**src/logic/measure_pkg.sv**
```systemverilog
// Register map, field layout and shared types of the measurement timer
package measure_pkg;
    // Word offsets on the register bus
    localparam logic [7:0] OFS_COUNT_LOW = 8'h00;
    localparam logic [7:0] OFS_COUNT_HIGH = 8'h04;
    localparam logic [7:0] OFS_COUNT_UPPER = 8'h08;
    localparam logic [7:0] OFS_WIDTH_LATCH = 8'h0C;
    localparam logic [7:0] OFS_PERIOD_LATCH = 8'h10;
    localparam logic [7:0] OFS_MATCH_LIMIT = 8'h14;
    localparam logic [7:0] OFS_FIRST_CONTROL = 8'h18;
    localparam logic [7:0] OFS_SECOND_CONTROL = 8'h1C;
    localparam logic [7:0] OFS_STATUS = 8'h20;
    localparam logic [7:0] OFS_CLOCK_SOURCE = 8'h24;

    // first_control_reg fields
    localparam int FLD_NARROW_MODE = 7;
    localparam int FLD_ROLLOVER_HALT = 6;
    localparam int FLD_WINDOW_POLARITY = 5;
    localparam int FLD_SIGNAL_POLARITY = 4;
    localparam int FLD_CLOCK_POLARITY = 3;
    localparam int FLD_PRESCALE_HI = 1;
    localparam int FLD_PRESCALE_LO = 0;

    // second_control_reg fields
    localparam int FLD_RUN_REQUEST = 7;
    localparam int FLD_REPEAT = 6;
    localparam int FLD_MODE_HI = 3;
    localparam int FLD_MODE_LO = 0;

    // status_reg fields
    localparam int FLD_WIDTH_LATCH_LOAD = 7;
    localparam int FLD_PERIOD_LATCH_LOAD = 6;
    localparam int FLD_MATCH_LEVEL = 5;
    localparam int FLD_COUNT_CLEAR = 4;
    localparam int FLD_RUN_STATE = 2;
    localparam int FLD_WINDOW_LEVEL = 1;
    localparam int FLD_SIGNAL_LEVEL = 0;

    // Reset values
    localparam logic [23:0] RST_COUNT = 24'h00_0000;
    localparam logic [23:0] RST_LIMIT = 24'hFF_FFFF;
    localparam logic [7:0] RST_CONTROL = 8'h00;

    // Clock select codes
    localparam logic [2:0] CLOCK_SELECT_SYSTEM = 3'h0;
    localparam logic [2:0] CLOCK_SELECT_SYSTEM_QUARTER = 3'h1;
    localparam logic [2:0] CLOCK_SELECT_FAST_OSC = 3'h2;
    localparam logic [2:0] CLOCK_SELECT_SLOW_OSC = 3'h3;
    localparam logic [2:0] CLOCK_SELECT_MID_OSC = 3'h4;

    // Timing counts
    localparam logic [1:0] QUARTER_LAST = 2'h3;

    // Operating modes
    localparam logic [3:0] MODE_TIMER = 4'h0;
    localparam logic [3:0] MODE_GATED_TIMER = 4'h1;
    localparam logic [3:0] MODE_CAPTURE = 4'h7;

    typedef enum logic [1:0] {BUS_IDLE, BUS_WRITE, BUS_READ, BUS_READ_DONE} bus_phase_t;
endpackage : measure_pkg

```
**src/logic/edge_sync.sv**
```systemverilog
// Two-stage input synchroniser with polarity and sampled edge detection
`timescale 1ns/1ps
module edge_sync
    import measure_pkg::*;
(
    input wire logic clk_sys_in, // System clock
    input wire logic rst_in, // Synchronous reset, active high
    input wire logic pin_in, // Asynchronous input pin
    input wire logic polarity_in, // 1 selects active low, falling edge
    input wire logic sample_in, // Prescaled tick that samples the input
    output logic level_out, // Sampled raw level
    output logic rise_out, // Active edge at this tick
    output logic fall_out // Inactive edge at this tick
);
    typedef struct packed {
        logic meta;
        logic sync;
        logic sampled;
    } sync_state_t;

    sync_state_t state_ff;
    sync_state_t nxt_state;
    logic act_now;
    logic act_prev;

    always_comb
    begin
        nxt_state = state_ff;
        nxt_state.meta = pin_in;
        nxt_state.sync = state_ff.meta;
        if (sample_in)
        begin
            nxt_state.sampled = state_ff.sync;
        end
    end

    always_ff @(posedge clk_sys_in)
    begin
        if (rst_in)
        begin
            state_ff <= '0;
        end
        else
        begin
            state_ff <= nxt_state;
        end
    end

    assign act_now = state_ff.sync ^ polarity_in;
    assign act_prev = state_ff.sampled ^ polarity_in;
    assign level_out = state_ff.sampled;
    assign rise_out = sample_in && act_now && !act_prev;
    assign fall_out = sample_in && !act_now && act_prev;
endmodule : edge_sync

```
**src/logic/measure_timer.sv**
```systemverilog
// Signal measurement timer core with AHB-Lite register slave
//
// Our own choices: the address map and register access over AHB-Lite.
`timescale 1ns/1ps
module measure_timer
    import measure_pkg::*;
(
    input wire logic clk_sys_in, // System clock, 50 MHz
    input wire logic rst_in, // Synchronous reset, active high
    input wire logic hsel_in, // AHB slave select
    input wire logic [31:0] haddr_in, // AHB address
    input wire logic [1:0] htrans_in, // AHB transfer type
    input wire logic hwrite_in, // AHB write
    input wire logic [2:0] hsize_in, // AHB size, word only
    input wire logic [31:0] hwdata_in, // AHB write data
    input wire logic hready_in, // AHB bus ready
    output logic [31:0] hrdata_out, // AHB read data
    output logic hreadyout_out, // AHB slave ready
    output logic hresp_out, // AHB response, always OKAY
    input wire logic signal_input_in, // External signal pin
    input wire logic window_input_in, // External window pin
    input wire logic fast_osc_in, // 16 MHz oscillator
    input wire logic slow_osc_in, // Low-frequency oscillator
    input wire logic mid_osc_in, // 31.25 kHz oscillator
    output logic match_flag_out, // Period match
    output logic width_acq_flag_out, // Width latch updated, pulse
    output logic period_acq_flag_out // Period latch updated, pulse
);
    typedef struct packed {
        logic [23:0] count;
        logic [23:0] width;
        logic [23:0] period;
        logic [23:0] limit;
        logic [7:0] ctl0;
        logic [7:0] ctl1;
        logic [2:0] clksel;
        logic run_state;
        logic match_pulse;
        logic width_pulse;
        logic period_pulse;
        logic [1:0] quarter;
        logic [2:0] pre;
        bus_phase_t bus;
        logic [7:0] addr;
        logic [31:0] rdata;
    } core_state_t;

    core_state_t state_ff;
    core_state_t nxt_state;

    logic sig_level, sig_rise, sig_fall;
    logic win_level, win_rise, win_fall;
    logic fast_rise, slow_rise, mid_rise;
    logic src_tick, presc_tick, accept, count_en, limit_hit, halt, narrow;
    logic sw_wr, hw_width, hw_period;
    logic [3:0] mode;
    logic [2:0] pre_last;

    function automatic logic [23:0] width_mask(input logic [23:0] v, input logic nar);
        width_mask = nar ? {8'h00, v[15:0]} : v;
    endfunction : width_mask

    function automatic logic [31:0] read_reg(input logic [7:0] a, input core_state_t s,
                                             input logic [2:0] st);
        read_reg = 32'h0000_0000;
        if (a == OFS_COUNT_LOW)
            read_reg = {24'h00_0000, s.count[7:0]};
        else if (a == OFS_COUNT_HIGH)
            read_reg = {24'h00_0000, s.count[15:8]};
        else if (a == OFS_COUNT_UPPER)
            read_reg = {24'h00_0000, s.count[23:16]};
        else if (a == OFS_WIDTH_LATCH)
            read_reg = {8'h00, s.width};
        else if (a == OFS_PERIOD_LATCH)
            read_reg = {8'h00, s.period};
        else if (a == OFS_MATCH_LIMIT)
            read_reg = {8'h00, s.limit};
        else if (a == OFS_FIRST_CONTROL)
            read_reg = {24'h00_0000, s.ctl0};
        else if (a == OFS_SECOND_CONTROL)
            read_reg = {24'h00_0000, s.ctl1};
        else if (a == OFS_STATUS)
            read_reg = {29'h0000_0000, st};
        else if (a == OFS_CLOCK_SOURCE)
            read_reg = {29'h0000_0000, s.clksel};
    endfunction : read_reg

    // Input synchronisers; signal and window pins sampled by the prescaled tick, oscillator pins every cycle
    edge_sync u_signal (
        .clk_sys_in(clk_sys_in),
        .rst_in(rst_in),
        .pin_in(signal_input_in),
        .polarity_in(state_ff.ctl0[FLD_SIGNAL_POLARITY]),
        .sample_in(presc_tick),
        .level_out(sig_level),
        .rise_out(sig_rise),
        .fall_out(sig_fall)
    );

    edge_sync u_window (
        .clk_sys_in(clk_sys_in),
        .rst_in(rst_in),
        .pin_in(window_input_in),
        .polarity_in(state_ff.ctl0[FLD_WINDOW_POLARITY]),
        .sample_in(presc_tick),
        .level_out(win_level),
        .rise_out(win_rise),
        .fall_out(win_fall)
    );

    edge_sync u_fast (
        .clk_sys_in(clk_sys_in),
        .rst_in(rst_in),
        .pin_in(fast_osc_in),
        .polarity_in(state_ff.ctl0[FLD_CLOCK_POLARITY]),
        .sample_in(1'b1),
        .level_out(),
        .rise_out(fast_rise),
        .fall_out()
    );

    edge_sync u_slow (
        .clk_sys_in(clk_sys_in),
        .rst_in(rst_in),
        .pin_in(slow_osc_in),
        .polarity_in(state_ff.ctl0[FLD_CLOCK_POLARITY]),
        .sample_in(1'b1),
        .level_out(),
        .rise_out(slow_rise),
        .fall_out()
    );

    edge_sync u_mid (
        .clk_sys_in(clk_sys_in),
        .rst_in(rst_in),
        .pin_in(mid_osc_in),
        .polarity_in(state_ff.ctl0[FLD_CLOCK_POLARITY]),
        .sample_in(1'b1),
        .level_out(),
        .rise_out(mid_rise),
        .fall_out()
    );

    assign halt = state_ff.ctl0[FLD_ROLLOVER_HALT];
    assign narrow = state_ff.ctl0[FLD_NARROW_MODE];
    assign mode = state_ff.ctl1[FLD_MODE_HI:FLD_MODE_LO];
    assign pre_last = 3'((4'h1 << state_ff.ctl0[FLD_PRESCALE_HI:FLD_PRESCALE_LO]) - 4'h1);
    assign limit_hit = width_mask(state_ff.count, narrow) == width_mask(state_ff.limit, narrow);
    assign sw_wr = state_ff.bus == BUS_WRITE;
    assign accept = hsel_in && htrans_in[1] && hready_in && (state_ff.bus != BUS_READ);

    always_comb
    begin
        case (state_ff.clksel)
            CLOCK_SELECT_SYSTEM: src_tick = 1'b1;
            CLOCK_SELECT_SYSTEM_QUARTER: src_tick = state_ff.quarter == QUARTER_LAST;
            CLOCK_SELECT_FAST_OSC: src_tick = fast_rise;
            CLOCK_SELECT_SLOW_OSC: src_tick = slow_rise;
            CLOCK_SELECT_MID_OSC: src_tick = mid_rise;
            default: src_tick = 1'b0;
        endcase
    end

    assign presc_tick = src_tick && (state_ff.pre == pre_last);

    always_comb
    begin
        case (mode)
            MODE_GATED_TIMER: count_en = sig_level ^ state_ff.ctl0[FLD_SIGNAL_POLARITY];
            default: count_en = 1'b1;
        endcase
    end

    // Mode triggers for the two latches
    assign hw_width = state_ff.ctl1[FLD_RUN_REQUEST] &&
                      (((mode == MODE_GATED_TIMER) && sig_fall) ||
                       ((mode == MODE_CAPTURE) && win_fall));
    assign hw_period = state_ff.ctl1[FLD_RUN_REQUEST] &&
                       (mode == MODE_CAPTURE) && win_rise;

    always_comb
    begin
        nxt_state = state_ff;
        nxt_state.match_pulse = 1'b0;
        nxt_state.width_pulse = 1'b0;
        nxt_state.period_pulse = 1'b0;
        nxt_state.quarter = state_ff.quarter + 2'h1;
        if (src_tick)
        begin
            nxt_state.pre = presc_tick ? 3'h0 : state_ff.pre + 3'h1;
        end
        if (presc_tick)
        begin
            nxt_state.run_state = state_ff.ctl1[FLD_RUN_REQUEST];
        end
        if (presc_tick && state_ff.ctl1[FLD_RUN_REQUEST] && count_en)
        begin
            if (limit_hit)
            begin
                if (!halt)
                begin
                    nxt_state.count = RST_COUNT;
                    nxt_state.match_pulse = 1'b1;
                end
            end
            else
            begin
                nxt_state.count = state_ff.count + 24'h00_0001;
            end
        end
        if (hw_width)
        begin
            nxt_state.width = state_ff.count;
            nxt_state.width_pulse = 1'b1;
        end
        if (hw_period)
        begin
            nxt_state.period = state_ff.count;
            nxt_state.period_pulse = 1'b1;
        end
        if ((hw_width || hw_period) && !state_ff.ctl1[FLD_REPEAT])
        begin
            nxt_state.ctl1[FLD_RUN_REQUEST] = 1'b0;
        end
        // Software writes land in the data phase and win over hardware
        if (sw_wr)
        begin
            if (state_ff.addr == OFS_COUNT_LOW)
                nxt_state.count[7:0] = hwdata_in[7:0];
            else if (state_ff.addr == OFS_COUNT_HIGH)
                nxt_state.count[15:8] = hwdata_in[7:0];
            else if (state_ff.addr == OFS_COUNT_UPPER)
                nxt_state.count[23:16] = hwdata_in[7:0];
            else if (state_ff.addr == OFS_MATCH_LIMIT)
                nxt_state.limit = hwdata_in[23:0];
            else if (state_ff.addr == OFS_FIRST_CONTROL)
                nxt_state.ctl0 = hwdata_in[7:0];
            else if (state_ff.addr == OFS_SECOND_CONTROL)
                nxt_state.ctl1 = hwdata_in[7:0];
            else if (state_ff.addr == OFS_CLOCK_SOURCE)
                nxt_state.clksel = hwdata_in[2:0];
            else if (state_ff.addr == OFS_STATUS)
            begin
                if (hwdata_in[FLD_WIDTH_LATCH_LOAD])
                begin
                    nxt_state.width = state_ff.count;
                    nxt_state.width_pulse = 1'b1;
                end
                if (hwdata_in[FLD_PERIOD_LATCH_LOAD])
                begin
                    nxt_state.period = state_ff.count;
                    nxt_state.period_pulse = 1'b1;
                end
                if (hwdata_in[FLD_COUNT_CLEAR])
                    nxt_state.count = RST_COUNT;
            end
        end
        nxt_state.count = width_mask(nxt_state.count, narrow);
        // Bus phase tracking; reads take one wait state
        case (state_ff.bus)
            BUS_READ:
            begin
                nxt_state.rdata = read_reg(state_ff.addr, state_ff,
                                           {state_ff.run_state, win_level, sig_level});
                nxt_state.bus = BUS_READ_DONE;
            end
            default:
            begin
                nxt_state.bus = BUS_IDLE;
                if (accept)
                begin
                    nxt_state.addr = haddr_in[7:0];
                    nxt_state.bus = hwrite_in ? BUS_WRITE : BUS_READ;
                end
            end
        endcase
    end

    always_ff @(posedge clk_sys_in)
    begin
        if (rst_in)
        begin
            state_ff <= '{count: RST_COUNT, width: RST_COUNT, period: RST_COUNT,
                          limit: RST_LIMIT, ctl0: RST_CONTROL, ctl1: RST_CONTROL,
                          bus: BUS_IDLE, default: '0};
        end
        else
        begin
            state_ff <= nxt_state;
        end
    end

    assign hrdata_out = state_ff.rdata;
    assign hreadyout_out = state_ff.bus != BUS_READ;
    assign hresp_out = 1'b0;
    assign match_flag_out = state_ff.match_pulse || (halt && limit_hit);
    assign width_acq_flag_out = state_ff.width_pulse;
    assign period_acq_flag_out = state_ff.period_pulse;
endmodule : measure_timer

```
**config.mk**
```make
export PLATFORM = sky130hd
export DESIGN_NAME = measure_timer
export DESIGN_NICKNAME = d
export VERILOG_FILES = /design/src/logic/measure_pkg.sv /design/src/logic/edge_sync.sv /design/src/logic/measure_timer.sv
export SDC_FILE = /design/constraint.sdc
export NUM_CORES = 1
export LEC_CHECK = 0
export BUFFER_PORTS_ARGS = -buffer_cell sky130_fd_sc_hd__buf_2
export CORE_MARGIN = 3
export CORE_UTILIZATION = 50
export DETAILED_ROUTE_END_ITERATION = 8
export PLACE_DENSITY = 0.73
export SYNTH_ARGS = -nofsm -noshare
export SYNTH_HDL_FRONTEND = slang
export SYNTH_SLANG_ARGS = --single-unit
export TNS_END_PERCENT = 50
```
**constraint.sdc**
```tcl
create_clock -name clk_sys_in -period 6 [get_ports clk_sys_in]
set_clock_uncertainty 0.05 [all_clocks]
set_input_delay 0.3 -clock clk_sys_in [delete_from_list [all_inputs] [get_ports clk_sys_in]]
set_output_delay 0.3 -clock clk_sys_in [all_outputs]
set_load 0.01 [all_outputs]
```
# Word level (Yosys, flattened, before mapping)
# Cells that the tools add are included.
# word_totals
in_bits	79
regBits	181
out_inout_bits	37
# op_classes
n_addsub	4
n_eq_ne	21
n_reduce_logical	41
bitwise	19
shifts	1
mux	62
# ops
op	count
$mux 72	5
$mux 32	9
$mux 24	11
$mux 115	1
$mux 107	1
$mux 99	1
$mux 91	1
$mux 8	6
$eq 8x5->1 const B	4
$add 24x1->24 const B	1
$eq 24x24->1	1
$logic_and 1x1->1	22
$mux 2	11
$mux 19	1
$eq 8x4->1 const B	2
$eq 8x6->1 const B	2
$mux 16	1
$mux 3	4
$mux 11	1
$mux 10	1
$xor 1x1->1	10
$not 1->1	9
$eq 8x3->1 const B	1
$logic_not 8->1	1
25 further kinds	41

# Longest topological paths before layout
# Gate-level depths: netlist of the first run.
# logic_depth
ltp_word	21
ltp_mapped	10
mapped_depth_nobuf	8

# Hierarchy
# From an unflattened synthesis of the first run, not the netlist that was laid out.
# unflattened
hier_cells	1041
hier_area_um2	8798.4
# modules_own_cells
module	cells_each	seq_area_each_um2	instances	area_per_inst_um2
measure_timer	976	3163.0	1	8191.6
edge_sync	13	60.1	5	121.4

# Least setup slack after synthesis of the first run
# Ideal clock, no wire load.
# synth_path
path_type	reg-to-reg
from	register state_ff[143] (netlist bit)
to	register state_ff[162] (netlist bit)
required_time_ps	5889
t_arrival_ps	2105
setup_slack_ps	3784
period_less_slack_ps	2216
path_stages_with_launch	9
n_path_buf	0
path_cell_list	dfxtp_1 > ha_1 > and4_1 > nand4_1 > nor2_2 > and4_1 > or3b_1 > o31ai_1 > a32o_1
# synth_via
elab_chain_cells	14
word_cells_on_any_way	15
cone_classes	add/sub: 1; eq/ne: 1; mux: 13
# synth_lines
element	line	rtl
from (decl)	measure_timer.sv:48	core_state_t state_ff;
from (signal assigned)	measure_timer.sv:283	state_ff <= '{count: RST_COUNT, width: RST_COUNT, period: RST_COUNT,
from (signal assigned)	measure_timer.sv:289	state_ff <= nxt_state;
branches (longest 2 deep; another with $add 24x1->24)	n/a	
$mux 24 *	measure_timer.sv:198	if (limit_hit)
$mux 24 *	measure_timer.sv:196	if (presc_tick && state_ff.ctl1[FLD_RUN_REQUEST] && count_en)
$mux 24	measure_timer.sv:254	if (hwdata_in[FLD_COUNT_CLEAR])
$mux 72	measure_timer.sv:242	else if (state_ff.addr == OFS_STATUS)
$mux 72	measure_timer.sv:240	else if (state_ff.addr == OFS_CLOCK_SOURCE)
$mux 72	measure_timer.sv:238	else if (state_ff.addr == OFS_SECOND_CONTROL)
$mux 72	measure_timer.sv:236	else if (state_ff.addr == OFS_FIRST_CONTROL)
$mux 72	measure_timer.sv:234	else if (state_ff.addr == OFS_MATCH_LIMIT)
$mux 8	measure_timer.sv:232	else if (state_ff.addr == OFS_COUNT_UPPER)
$mux 8	measure_timer.sv:230	else if (state_ff.addr == OFS_COUNT_HIGH)
$mux 16	measure_timer.sv:228	if (state_ff.addr == OFS_COUNT_LOW)
$mux 115 *	measure_timer.sv:226	if (sw_wr)
# Mark *: on every way between the ends.
# A chain may end at the register's enable or synchronous reset.

# Worst setup path after layout of the first run
# layout_path
from	register state_ff[35] (netlist bit)
to	register state_ff[81] (netlist bit)
# layout_via
elab_chain_cells	3
word_cells_on_any_way	8
cone_classes	eq/ne: 3; bitwise: 3; reduce/logical: 2
# layout_lines
element	line
$eq 8x4->1 (tied with other cells)	measure_timer.sv:232
$not 1->1 (no source line)	n/a
$reduce_and 5->1 (no source line) *	n/a
# Mark *: on every way between the ends. The rest lies on a longest branch, timed or not.

==> results.sh, run 1 <==
export IMPL_clock_sinks=173
export IMPL_htree_num_levels=4
export IMPL_cp_max_fo=24
export IMPL_synth_edf_count=0
export IMPL_grt_met3_usage_pct=4.931
export IMPL_drt_drc_violations_left=0
export IMPL_criticalPathCategory="reg -> reg"
export IMPL_power_per_cell_area_nw_per_um2=268.7
export IMPL_detailed_place_hpwl_um=15450
export IMPL_ys_warnings_count=0
export IMPL_slew_limit_headroom_pct=23.63
export IMPL_final_setup_viol_count=0
export IMPL_vias=7480
export IMPL_grt_met1_usage_pct=34.85
export IMPL_num_io_pins=116
export IMPL_synth_cell_type_count=80
export IMPL_syn_avg_cell_area_um2=8.487
export IMPL_clock_latency_ns=0.44
export IMPL_max_cap_violations=0
export IMPL_die_footprint_um2=18910
export IMPL_drtPass1Iterations=7
export IMPL_synth_ff_latch_count=173
export IMPL_vias_per_cell=5.984
export IMPL_final_design_area_no_fill_um2=9339
export IMPL_ant_nets=0
export IMPL_setup_tns_final_ns=0
export IMPL_route_final_wire_length_um=23360
export IMPL_die_y_um=137.5
export IMPL_worst_hold_path_num_cells=2
export IMPL_registers_top_by_ff_count="state_ff"
export IMPL_layout_filler_cells=1525
export IMPL_grt_first_pass_wirelength_um=36660
export IMPL_cts_made_buffers=17
export IMPL_worst_pin_slew_ns=1.146
export IMPL_fp_row_count=47
export IMPL_final_hold_viol_count=0
export IMPL_timing_critical_path_arrival_ns=3.83
export IMPL_synth_flop_cell="sky130_fd_sc_hd__dfxtp_1"
export IMPL_first_global_vias=6772
export IMPL_leading_cell_type_in_the_layout_fill_and_taps_excluded="sky130_fd_sc_hd__dfxtp_1"
export IMPL_mostFrequentLayoutCells="173 x sky130_fd_sc_hd__dfxtp_1, 150 x sky130_fd_sc_hd__nand2_1, 104 x sky130_fd_sc_hd__nor2_1"
export IMPL_async_reset_ff_share_pct=0
export IMPL_timing_critical_path_required_ns=6.27
export IMPL_cts_hold_buffers_added=0
export IMPL_antenna_cells_inserted=0
export IMPL_vdd_drop_max_uv=224.6
export IMPL_gr_usage_all_layers_pct=24.90
export IMPL_drt_initial_drc_count=1024
export IMPL_post_cts_setup_buffers=0
export IMPL_run_status="completed"
export IMPL_die_x_um=137.5
export IMPL_final_layout_size_suffix_gt1_share_pct=16.41
export IMPL_grt_max_degree=62
export IMPL_maxClockFrequency_ghz=0.2807
export IMPL_cts_resized=0
export IMPL_use_met2_pct=37.36
export IMPL_ff2ff_path_depth=5
export IMPL_worst_setup_path_start_kind="register"
export IMPL_cts_reportedPaths_clkPinSlew_ns=0.07
export IMPL_clock_root_buffer="sky130_fd_sc_hd__clkbuf_16"
export IMPL_floorplan_initialDensity_pct=51.60
export IMPL_synth_area_um2=8648
export IMPL_setup_repair_after_global_routing_missed_its_margin="false"
export IMPL_period_needed_ns=3.562
export IMPL_synth_yosys_seq_area_share_pct=40.05
export IMPL_worst_hold_path_type="in -> reg"
export IMPL_cts_tree="built"
export IMPL_mapped_cells=1019
export IMPL_nNetsFinal=1100
export IMPL_flip_flop_count_of_the_largest_register_all_copies_and_words_added=126
export IMPL_final_slew_violations=0
export IMPL_overflow=0
export IMPL_worst_setup_path_end_kind="register"
export IMPL_grt_antenna_before_repair=0
export IMPL_port_buffer_count=70
export IMPL_top_usage_layer="met2"
export IMPL_layout_worst_path_cycle_share_pct=59.37
export IMPL_placement_cell_area_um2=8730
export IMPL_core_footprint_um2=16760
export IMPL_areaGrowthSynthToFinish_pct=7.986
export IMPL_leakage_nw=3.536
export IMPL_routed_wire_length_per_instance_um=18.68
export IMPL_cts_buffer_depth=2
export IMPL_place_gp_congestion=0.9457
layer usage:
metal  up-vias  routed length (um)
li1       3539                   -
met1      3490               10140
met2       390               10310
met3        61                2132
met4         0                 774
met5         -                   0
through the flow:
step | instances | hold WS (ns) | util (%) | setup slack, ns | power [mW]
2_1_floorplan | 1027 | 0.3490 | - | 3.784 | 1.334
3_3_place_gp | 1219 | 0.3629 | 52.09 | 2.642 | 1.381
3_5_place_dp | 1219 | 0.3730 | 52.09 | 2.593 | 1.382
4_1_cts | 1250 | 0.01185 | 55.72 | 2.567 | 2.513
5_1_grt | 1250 | 0.01651 | 55.72 | 2.283 | 2.580
6_report | 1250 | 0.01896 | 55.72 | 2.438 | 2.510
cell families (layout without fill, tap and decap cells):
kind of cell,after synthesis,in the layout,synth area share (%)
compound gates,206,206,17.56
xor+xnor,26,26,2.633
fa+ha+maj,3,3,0.4341
buf+inv,121,124,7.957
flops,173,173,40.05
mux,55,55,6.366
other cells,1,9,0.04336
simple gates,434,434,24.96
report_power, final:
group / total [mW] / internal, mW / switching (mW)
logic: 0.147 / 0.0545 / 0.0927
clock network: 1.15 / 0.685 / 0.461
registers: 1.22 / 1.17 / 0.0477
synthesized netlist by cell type (24+ instances only):
cell                       count  share of area [%]
sky130_fd_sc_hd__mux2i_1      55                6.4
sky130_fd_sc_hd__clkbuf_1     31                1.3
sky130_fd_sc_hd__nand3b_1     29                2.5
sky130_fd_sc_hd__xor2_1       24                2.4
sky130_fd_sc_hd__nand2_1     150                6.5
sky130_fd_sc_hd__buf_2        27                1.6
sky130_fd_sc_hd__a21oi_1      56                3.2
sky130_fd_sc_hd__buf_4        37                3.2
sky130_fd_sc_hd__o21ai_0      27                1.6
sky130_fd_sc_hd__nor2_1      105                4.6
sky130_fd_sc_hd__dfxtp_1     173                 40
final timing paths:
| check | startpoint | endpoint | slack [ns] |
|---|---|---|---|
| worst max-delay path | state_ff[35]$_SDFFE_PP0P_ | state_ff[81]$_SDFFE_PP1P_ | 2.44 |
| worst min-delay path | fast_osc_in | u_fast.nxt_state[1]$_SDFF_PP0_ | 0.02 |
| worst max register to register | state_ff[35]$_SDFFE_PP0P_ | state_ff[81]$_SDFFE_PP1P_ | 2.44 |
| worst min register to register | state_ff[45]$_SDFF_PP0_ | state_ff[45]$_SDFF_PP0_ | 0.38 |
cell type report:
type	count	area [um2]	area share, %
Tap cell	220	275.3	2.947
Clock inverter	10	138.9	1.487
Multi-Input combinational cell	733	4529	48.50
Sequential cell	173	3463	37.08
Inverter	17	63.81	0.6833
Timing Repair Buffer	76	397.9	4.260
Clock buffer	21	470.5	5.038
critical path: stages (launching register included):
cell	delay, ns
sky130_fd_sc_hd__dfxtp_1	0.51
sky130_fd_sc_hd__nor3_1	0.56
sky130_fd_sc_hd__and3_1	1.03
sky130_fd_sc_hd__nand2_1	0.90
sky130_fd_sc_hd__nand2_1	0.29
sky130_fd_sc_hd__nand3b_1	0.10
(Power assumes the default switching activity.)
==> run 2, diff against run 1 <==
==> constraint.sdc (replaced) <==
create_clock -name clk_sys_in -period 3.7 [get_ports clk_sys_in]
set_clock_uncertainty 0.05 [all_clocks]
set_input_delay 0.185 -clock clk_sys_in [delete_from_list [all_inputs] [get_ports clk_sys_in]]
set_output_delay 0.185 -clock clk_sys_in [all_outputs]
set_load 0.01 [all_outputs]
==> results.sh, run 2 (synthesized netlist as in run 1, its figures left out) <==
export IMPL_registers_top_by_ff_count="state_ff"
export IMPL_die_footprint_um2=18910
export IMPL_share_comb_of_total_power_pct=6.7
export IMPL_cts_made_buffers=17
export IMPL_leading_cell_type_in_the_layout_fill_and_taps_excluded="sky130_fd_sc_hd__dfxtp_1"
export IMPL_clock_root_buffer="sky130_fd_sc_hd__clkbuf_16"
export IMPL_slew_limit_headroom_pct=35.42
export IMPL_port_buffer_count=70
export IMPL_criticalPathCategory="reg -> reg"
export IMPL_netSwitchingPower_mw=0.9689
export IMPL_place_detailed_instances=1229
export IMPL_leakage_nw=3.726
export IMPL_mostFrequentLayoutCells="173 x sky130_fd_sc_hd__dfxtp_1, 150 x sky130_fd_sc_hd__nand2_1, 105 x sky130_fd_sc_hd__nor2_1"
export IMPL_final_slew_violations=0
export IMPL_utilization_pct=58.13
export IMPL_setup_repair_after_global_routing_missed_its_margin="false"
export IMPL_final_setup_viol_count=0
export IMPL_drt_drc_violations_left=0
export IMPL_max_cap_violations=0
export IMPL_maxClockFrequency_ghz=0.3524
export IMPL_switching_share_pct=23.86
export IMPL_worst_pin_slew_ns=0.9664
export IMPL_nNetsFinal=1142
export IMPL_share_clk_of_total_power_pct=45.0
export IMPL_worst_setup_path_end_kind="register"
export IMPL_overflow=0
export IMPL_layout_worst_path_cycle_share_pct=76.68
export IMPL_fin_total_pwr_mw=4.062
export IMPL_grt_first_pass_wirelength_um=37490
export IMPL_core_footprint_um2=16760
export IMPL_flip_flop_count_of_the_largest_register_all_copies_and_words_added=126
export IMPL_worst_hold_path_type="in -> reg"
export IMPL_vias=7692
export IMPL_cts_buffer_depth=2
export IMPL_final_critical_path_setup_slack_ns=0.8627
export IMPL_grt_max_degree=117
export IMPL_sequential_share_of_power_pct=48.3
export IMPL_drt_initial_drc_count=949
export IMPL_stdcell_count=1293
export IMPL_grt_antenna_before_repair=0
export IMPL_hold_ws_ns=0.05941
export IMPL_final_hold_viol_count=0
export IMPL_htree_num_levels=4
export IMPL_setup_tns_final_ns=0
export IMPL_vdd_drop_max_uv=363.7
export IMPL_final_design_area_no_fill_um2=9742
export IMPL_dp_slack_ns=0.9829
export IMPL_first_global_vias=7033
export IMPL_detailed_place_hpwl_um=15530
export IMPL_worst_setup_path_start_kind="register"
export IMPL_final_layout_size_suffix_gt1_share_pct=16.68
export IMPL_vias_per_cell=5.949
export IMPL_routed_wire_length_per_instance_um=18.37
export IMPL_timing_critical_path_required_ns=3.97
export IMPL_fp_row_count=47
export IMPL_place_gp_congestion=0.9542
export IMPL_cts_reportedPaths_clkPinSlew_ns=0.06
export IMPL_run_status="completed"
export IMPL_clock_latency_ns=0.44
export IMPL_die_x_um=137.5
export IMPL_timing_critical_path_arrival_ns=3.11
export IMPL_gr_usage_all_layers_pct=25.50
export IMPL_drtPass1Iterations=8
export IMPL_floorplan_initialDensity_pct=51.60
export IMPL_route_final_wire_length_um=23750
export IMPL_cp_max_fo=24
export IMPL_placement_cell_area_um2=8815
export IMPL_antenna_cells_inserted=0
export IMPL_die_y_um=137.5
export IMPL_ant_nets=0
export IMPL_cts_tree="built"
export IMPL_clock_sinks=173
export IMPL_power_per_cell_area_nw_per_um2=416.9
export IMPL_intPower_mw=3.093
export IMPL_num_io_pins=116
export IMPL_areaGrowthSynthToFinish_pct=12.64
export IMPL_period_needed_ns=2.837
run 2: layout make-up:
type	instances	area, um2
clock buffers	23	498.0
clock inverters	9	108.9
fillers	1478	7018
inverters	17	63.81
multi-input cells	733	4527
flip-flops and latches	173	3463
well taps	220	275.3
repair buffers	118	805.8
run 2: path summary, 6_finish.rpt:
check / start / to / slack, ns / cells after the start
worst max-delay path: state_ff[35]$_SDFFE_PP0P_ / state_ff[83]$_SDFFE_PP1P_ / 0.86 / 5
worst min-delay path: hwdata_in[0] / state_ff[158]$_SDFF_PP0_ / 0.06 / 3
worst max register to register: state_ff[35]$_SDFFE_PP0P_ / state_ff[83]$_SDFFE_PP1P_ / 0.86 / 5
worst min register to register: u_fast.nxt_state[1]$_SDFF_PP0_ / u_fast.state_ff[1]$_SDFF_PP0_ / 0.38 / 1
run 2: critical path, cell delays in order, from the launching register on:
cell,delay (ns)
sky130_fd_sc_hd__dfxtp_1,0.52
sky130_fd_sc_hd__nor3_1,0.60
sky130_fd_sc_hd__and3_1,0.52
sky130_fd_sc_hd__nand2_1,0.67
sky130_fd_sc_hd__nand2_1,0.26
sky130_fd_sc_hd__nand3b_1,0.09
run 2: what timing repair did:
item                       in CTS  in global routing
hold endpoints to repair       31                  0
hold buffers                   32                  0
setup endpoints to repair       0                  0
setup buffers                   0                  0
resized for setup               0                  0
run 2: power groups by stage:
stage	Sequential (mW)	Clock, mW	Combinational (mW)
floorplan	1.95	0	0.216
global route	1.97	1.91	0.293
finish	1.96	1.83	0.271
detailed placement	2.00	0	0.239
global placement	2.00	0	0.238
CTS	1.96	1.84	0.267
run 2: layer usage:
layer  up-vias  global-route usage (%)  wire length [um]
met5         -                       0                 0
met4         0                   11.86               863
met3        63                   5.515              2092
met2       362                   37.99             10410
met1      3646                   35.17             10390
li1       3621                       -                 -
==> run 3, diff against run 2 <==
==> constraint.sdc (replaced) <==
create_clock -name clk_sys_in -period 2.73 [get_ports clk_sys_in]
set_clock_uncertainty 0.05 [all_clocks]
set_input_delay 0.1365 -clock clk_sys_in [delete_from_list [all_inputs] [get_ports clk_sys_in]]
set_output_delay 0.1365 -clock clk_sys_in [all_outputs]
set_load 0.01 [all_outputs]
==> results.sh, run 3 (synthesized netlist as in run 1, its figures left out) <==
export IMPL_run_status="completed"
export IMPL_period_needed_ns=2.636
export IMPL_timing_critical_path_required_ns=3.00
export IMPL_timing_critical_path_arrival_ns=2.90
export IMPL_worstReg2RegEnd="state_ff[160]$_SDFF_PP0_"
export IMPL_ff2ff_path_depth=8
export IMPL_netSwitchingPower_mw=1.408
export IMPL_final_setup_viol_count=0
export IMPL_mostFrequentLayoutCells="173 x sky130_fd_sc_hd__dfxtp_1, 150 x sky130_fd_sc_hd__nand2_1, 105 x sky130_fd_sc_hd__nor2_1"
export IMPL_grt_max_degree=134
export IMPL_first_global_vias=7165
export IMPL_htree_num_levels=4
export IMPL_core_footprint_um2=16760
export IMPL_die_x_um=137.5
export IMPL_registers_top_by_ff_count="state_ff"
export IMPL_leakage_nw=3.953
export IMPL_worst_setup_path_end_kind="register"
export IMPL_sequential_cell_area_um2=3463
export IMPL_sequential_share_of_power_pct=46.9
export IMPL_final_slew_violations=0
export IMPL_final_hold_viol_count=0
export IMPL_hold_ws_ns=0.02296
export IMPL_grt_antenna_before_repair=0
export IMPL_flip_flop_count_of_the_largest_register_all_copies_and_words_added=126
export IMPL_cts_buffer_depth=2
export IMPL_worst_hold_path_type="in -> reg"
export IMPL_layout_filler_cells=1473
export IMPL_floorplan_initialDensity_pct=51.60
export IMPL_share_clk_of_total_power_pct=45.2
export IMPL_clock_sinks=173
export IMPL_cts_made_buffers=17
export IMPL_clock_latency_ns=0.44
export IMPL_worst_pin_slew_ns=0.6474
export IMPL_overflow=0
export IMPL_timing_rr_start="state_ff[164]$_SDFF_PP0_"
export IMPL_drtPass1Iterations=9
export IMPL_die_y_um=137.5
export IMPL_cp_endpoint="state_ff[160]$_SDFF_PP0_"
export IMPL_leading_cell_type_in_the_layout_fill_and_taps_excluded="sky130_fd_sc_hd__dfxtp_1"
export IMPL_routed_wire_length_per_instance_um=18.72
export IMPL_cts_reportedPaths_clkPinSlew_ns=0.07
export IMPL_cts_tree="built"
export IMPL_port_buffer_count=70
export IMPL_fp_row_count=47
export IMPL_area_occupied_by_multi_input_gates_um2=4533
export IMPL_maxClockFrequency_ghz=0.3793
export IMPL_max_cap_violations=0
export IMPL_route_final_wire_length_um=25010
export IMPL_slew_limit_headroom_pct=56.27
export IMPL_grt_first_pass_wirelength_um=38180
export IMPL_drt_drc_violations_left=0
export IMPL_setup_tns_final_ns=0
export IMPL_ant_nets=0
export IMPL_areaGrowthSynthToFinish_pct=17.17
export IMPL_criticalPathCategory="reg -> reg"
export IMPL_drt_initial_drc_count=1008
export IMPL_die_footprint_um2=18910
export IMPL_nNetsFinal=1185
export IMPL_place_gp_congestion=0.9474
export IMPL_layout_worst_path_cycle_share_pct=96.57
export IMPL_final_layout_size_suffix_gt1_share_pct=19.71
export IMPL_gr_usage_all_layers_pct=26.23
export IMPL_timing_reg2reg_setup_slack_ns=0.09
export IMPL_crit_path_start="state_ff[164]$_SDFF_PP0_"
export IMPL_cp_max_fo=12
export IMPL_power_per_cell_area_nw_per_um2=554.7
export IMPL_worst_setup_path_start_kind="register"
export IMPL_fin_total_pwr_mw=5.621
export IMPL_share_comb_of_total_power_pct=7.9
export IMPL_detailed_place_hpwl_um=16540
export IMPL_antenna_cells_inserted=0
export IMPL_switching_share_pct=25.06
export IMPL_clock_root_buffer="sky130_fd_sc_hd__clkbuf_16"
export IMPL_num_io_pins=116
export IMPL_vias_per_cell=5.912
export IMPL_vdd_drop_max_uv=469.7
export IMPL_intPower_mw=4.213
export IMPL_vias=7898
export IMPL_setup_repair_after_global_routing_missed_its_margin="false"
[run 3: routing by layer]
| metal | share of wire [%] | wire, um | track usage (%) | vias up |
|---|---|---|---|---|
| met1 | 42 | 10430 | 35.62 | 3714 |
| met4 | 2.7 | 666 | 8.814 | 0 |
| li1 | - | - | - | 3713 |
| met5 | 0 | 0 | 0 | - |
| met3 | 9.8 | 2448 | 6.209 | 61 |
| met2 | 46 | 11470 | 41.02 | 410 |
[run 3: timing repair]
| action | in CTS | in global routing |
|---|---|---|
| endpoints found under the setup margin | 0 | 1 |
| hold endpoints to repair | 34 | 0 |
| gates resized for setup | 0 | 1 |
| buffers inserted | 0 | 0 |
| hold buffers | 35 | 0 |
[run 3: power groups by stage]
stage	combinational, mW	clock (mW)	sequential (mW)
floorplan	0.293	0	2.64
global placement	0.389	0	2.69
CTS	0.433	2.57	2.63
global route	0.476	2.66	2.64
finish	0.446	2.54	2.63
detailed placement	0.394	0	2.69
[run 3: layout make-up]
type | count | share of cell area (%)
multi-input combinational | 733 | 44.73
timing repair buffer | 161 | 11.71
inverter | 17 | 0.6297
tap | 220 | 2.716
clock buffer | 18 | 4.235
sequential | 173 | 34.18
clock inverter | 14 | 1.803
[run 3: worst max-delay path, stage by stage, from the launching register on]
cell and delay [ns]:
sky130_fd_sc_hd__dfxtp_1 0.52, sky130_fd_sc_hd__xor2_1 0.18, sky130_fd_sc_hd__nor4_1 0.07, sky130_fd_sc_hd__a41oi_1 0.56, sky130_fd_sc_hd__nor2_2 0.19, sky130_fd_sc_hd__buf_4 0.23, sky130_fd_sc_hd__nor2_1 0.18, sky130_fd_sc_hd__nand2_2 0.14
sky130_fd_sc_hd__o311ai_1 0.39
[run 3: worst min path at each step]
stage,startpoint,end,slack (ns),depth (start not counted)
finish,hwdata_in[5],state_ff[59]$_SDFFE_PP0P_,0.02,3
global route,hwdata_in[0],state_ff[158]$_SDFF_PP0_,0.02,3
CTS,hwdata_in[0],state_ff[158]$_SDFF_PP0_,0.003,3
detailed placement,fast_osc_in,u_fast.nxt_state[1]$_SDFF_PP0_,0.30,2
global placement,fast_osc_in,u_fast.nxt_state[1]$_SDFF_PP0_,0.29,2
floorplan,hwdata_in[0],state_ff[158]$_SDFF_PP0_,0.19,2
[run 3: per-stage QoR]
stage	instances	utilization (%)	worst slack, ns	cell area (um2)
final	1336	60.46	0.09372	10130
after global routing	1336	60.46	0.02609	10130
after CTS	1336	60.43	0.1661	10130
after detailed placement	1269	54.68	0.2661	9165
after global placement	1269	54.68	0.2841	9165
after floorplan	1027	-	0.5144	8678
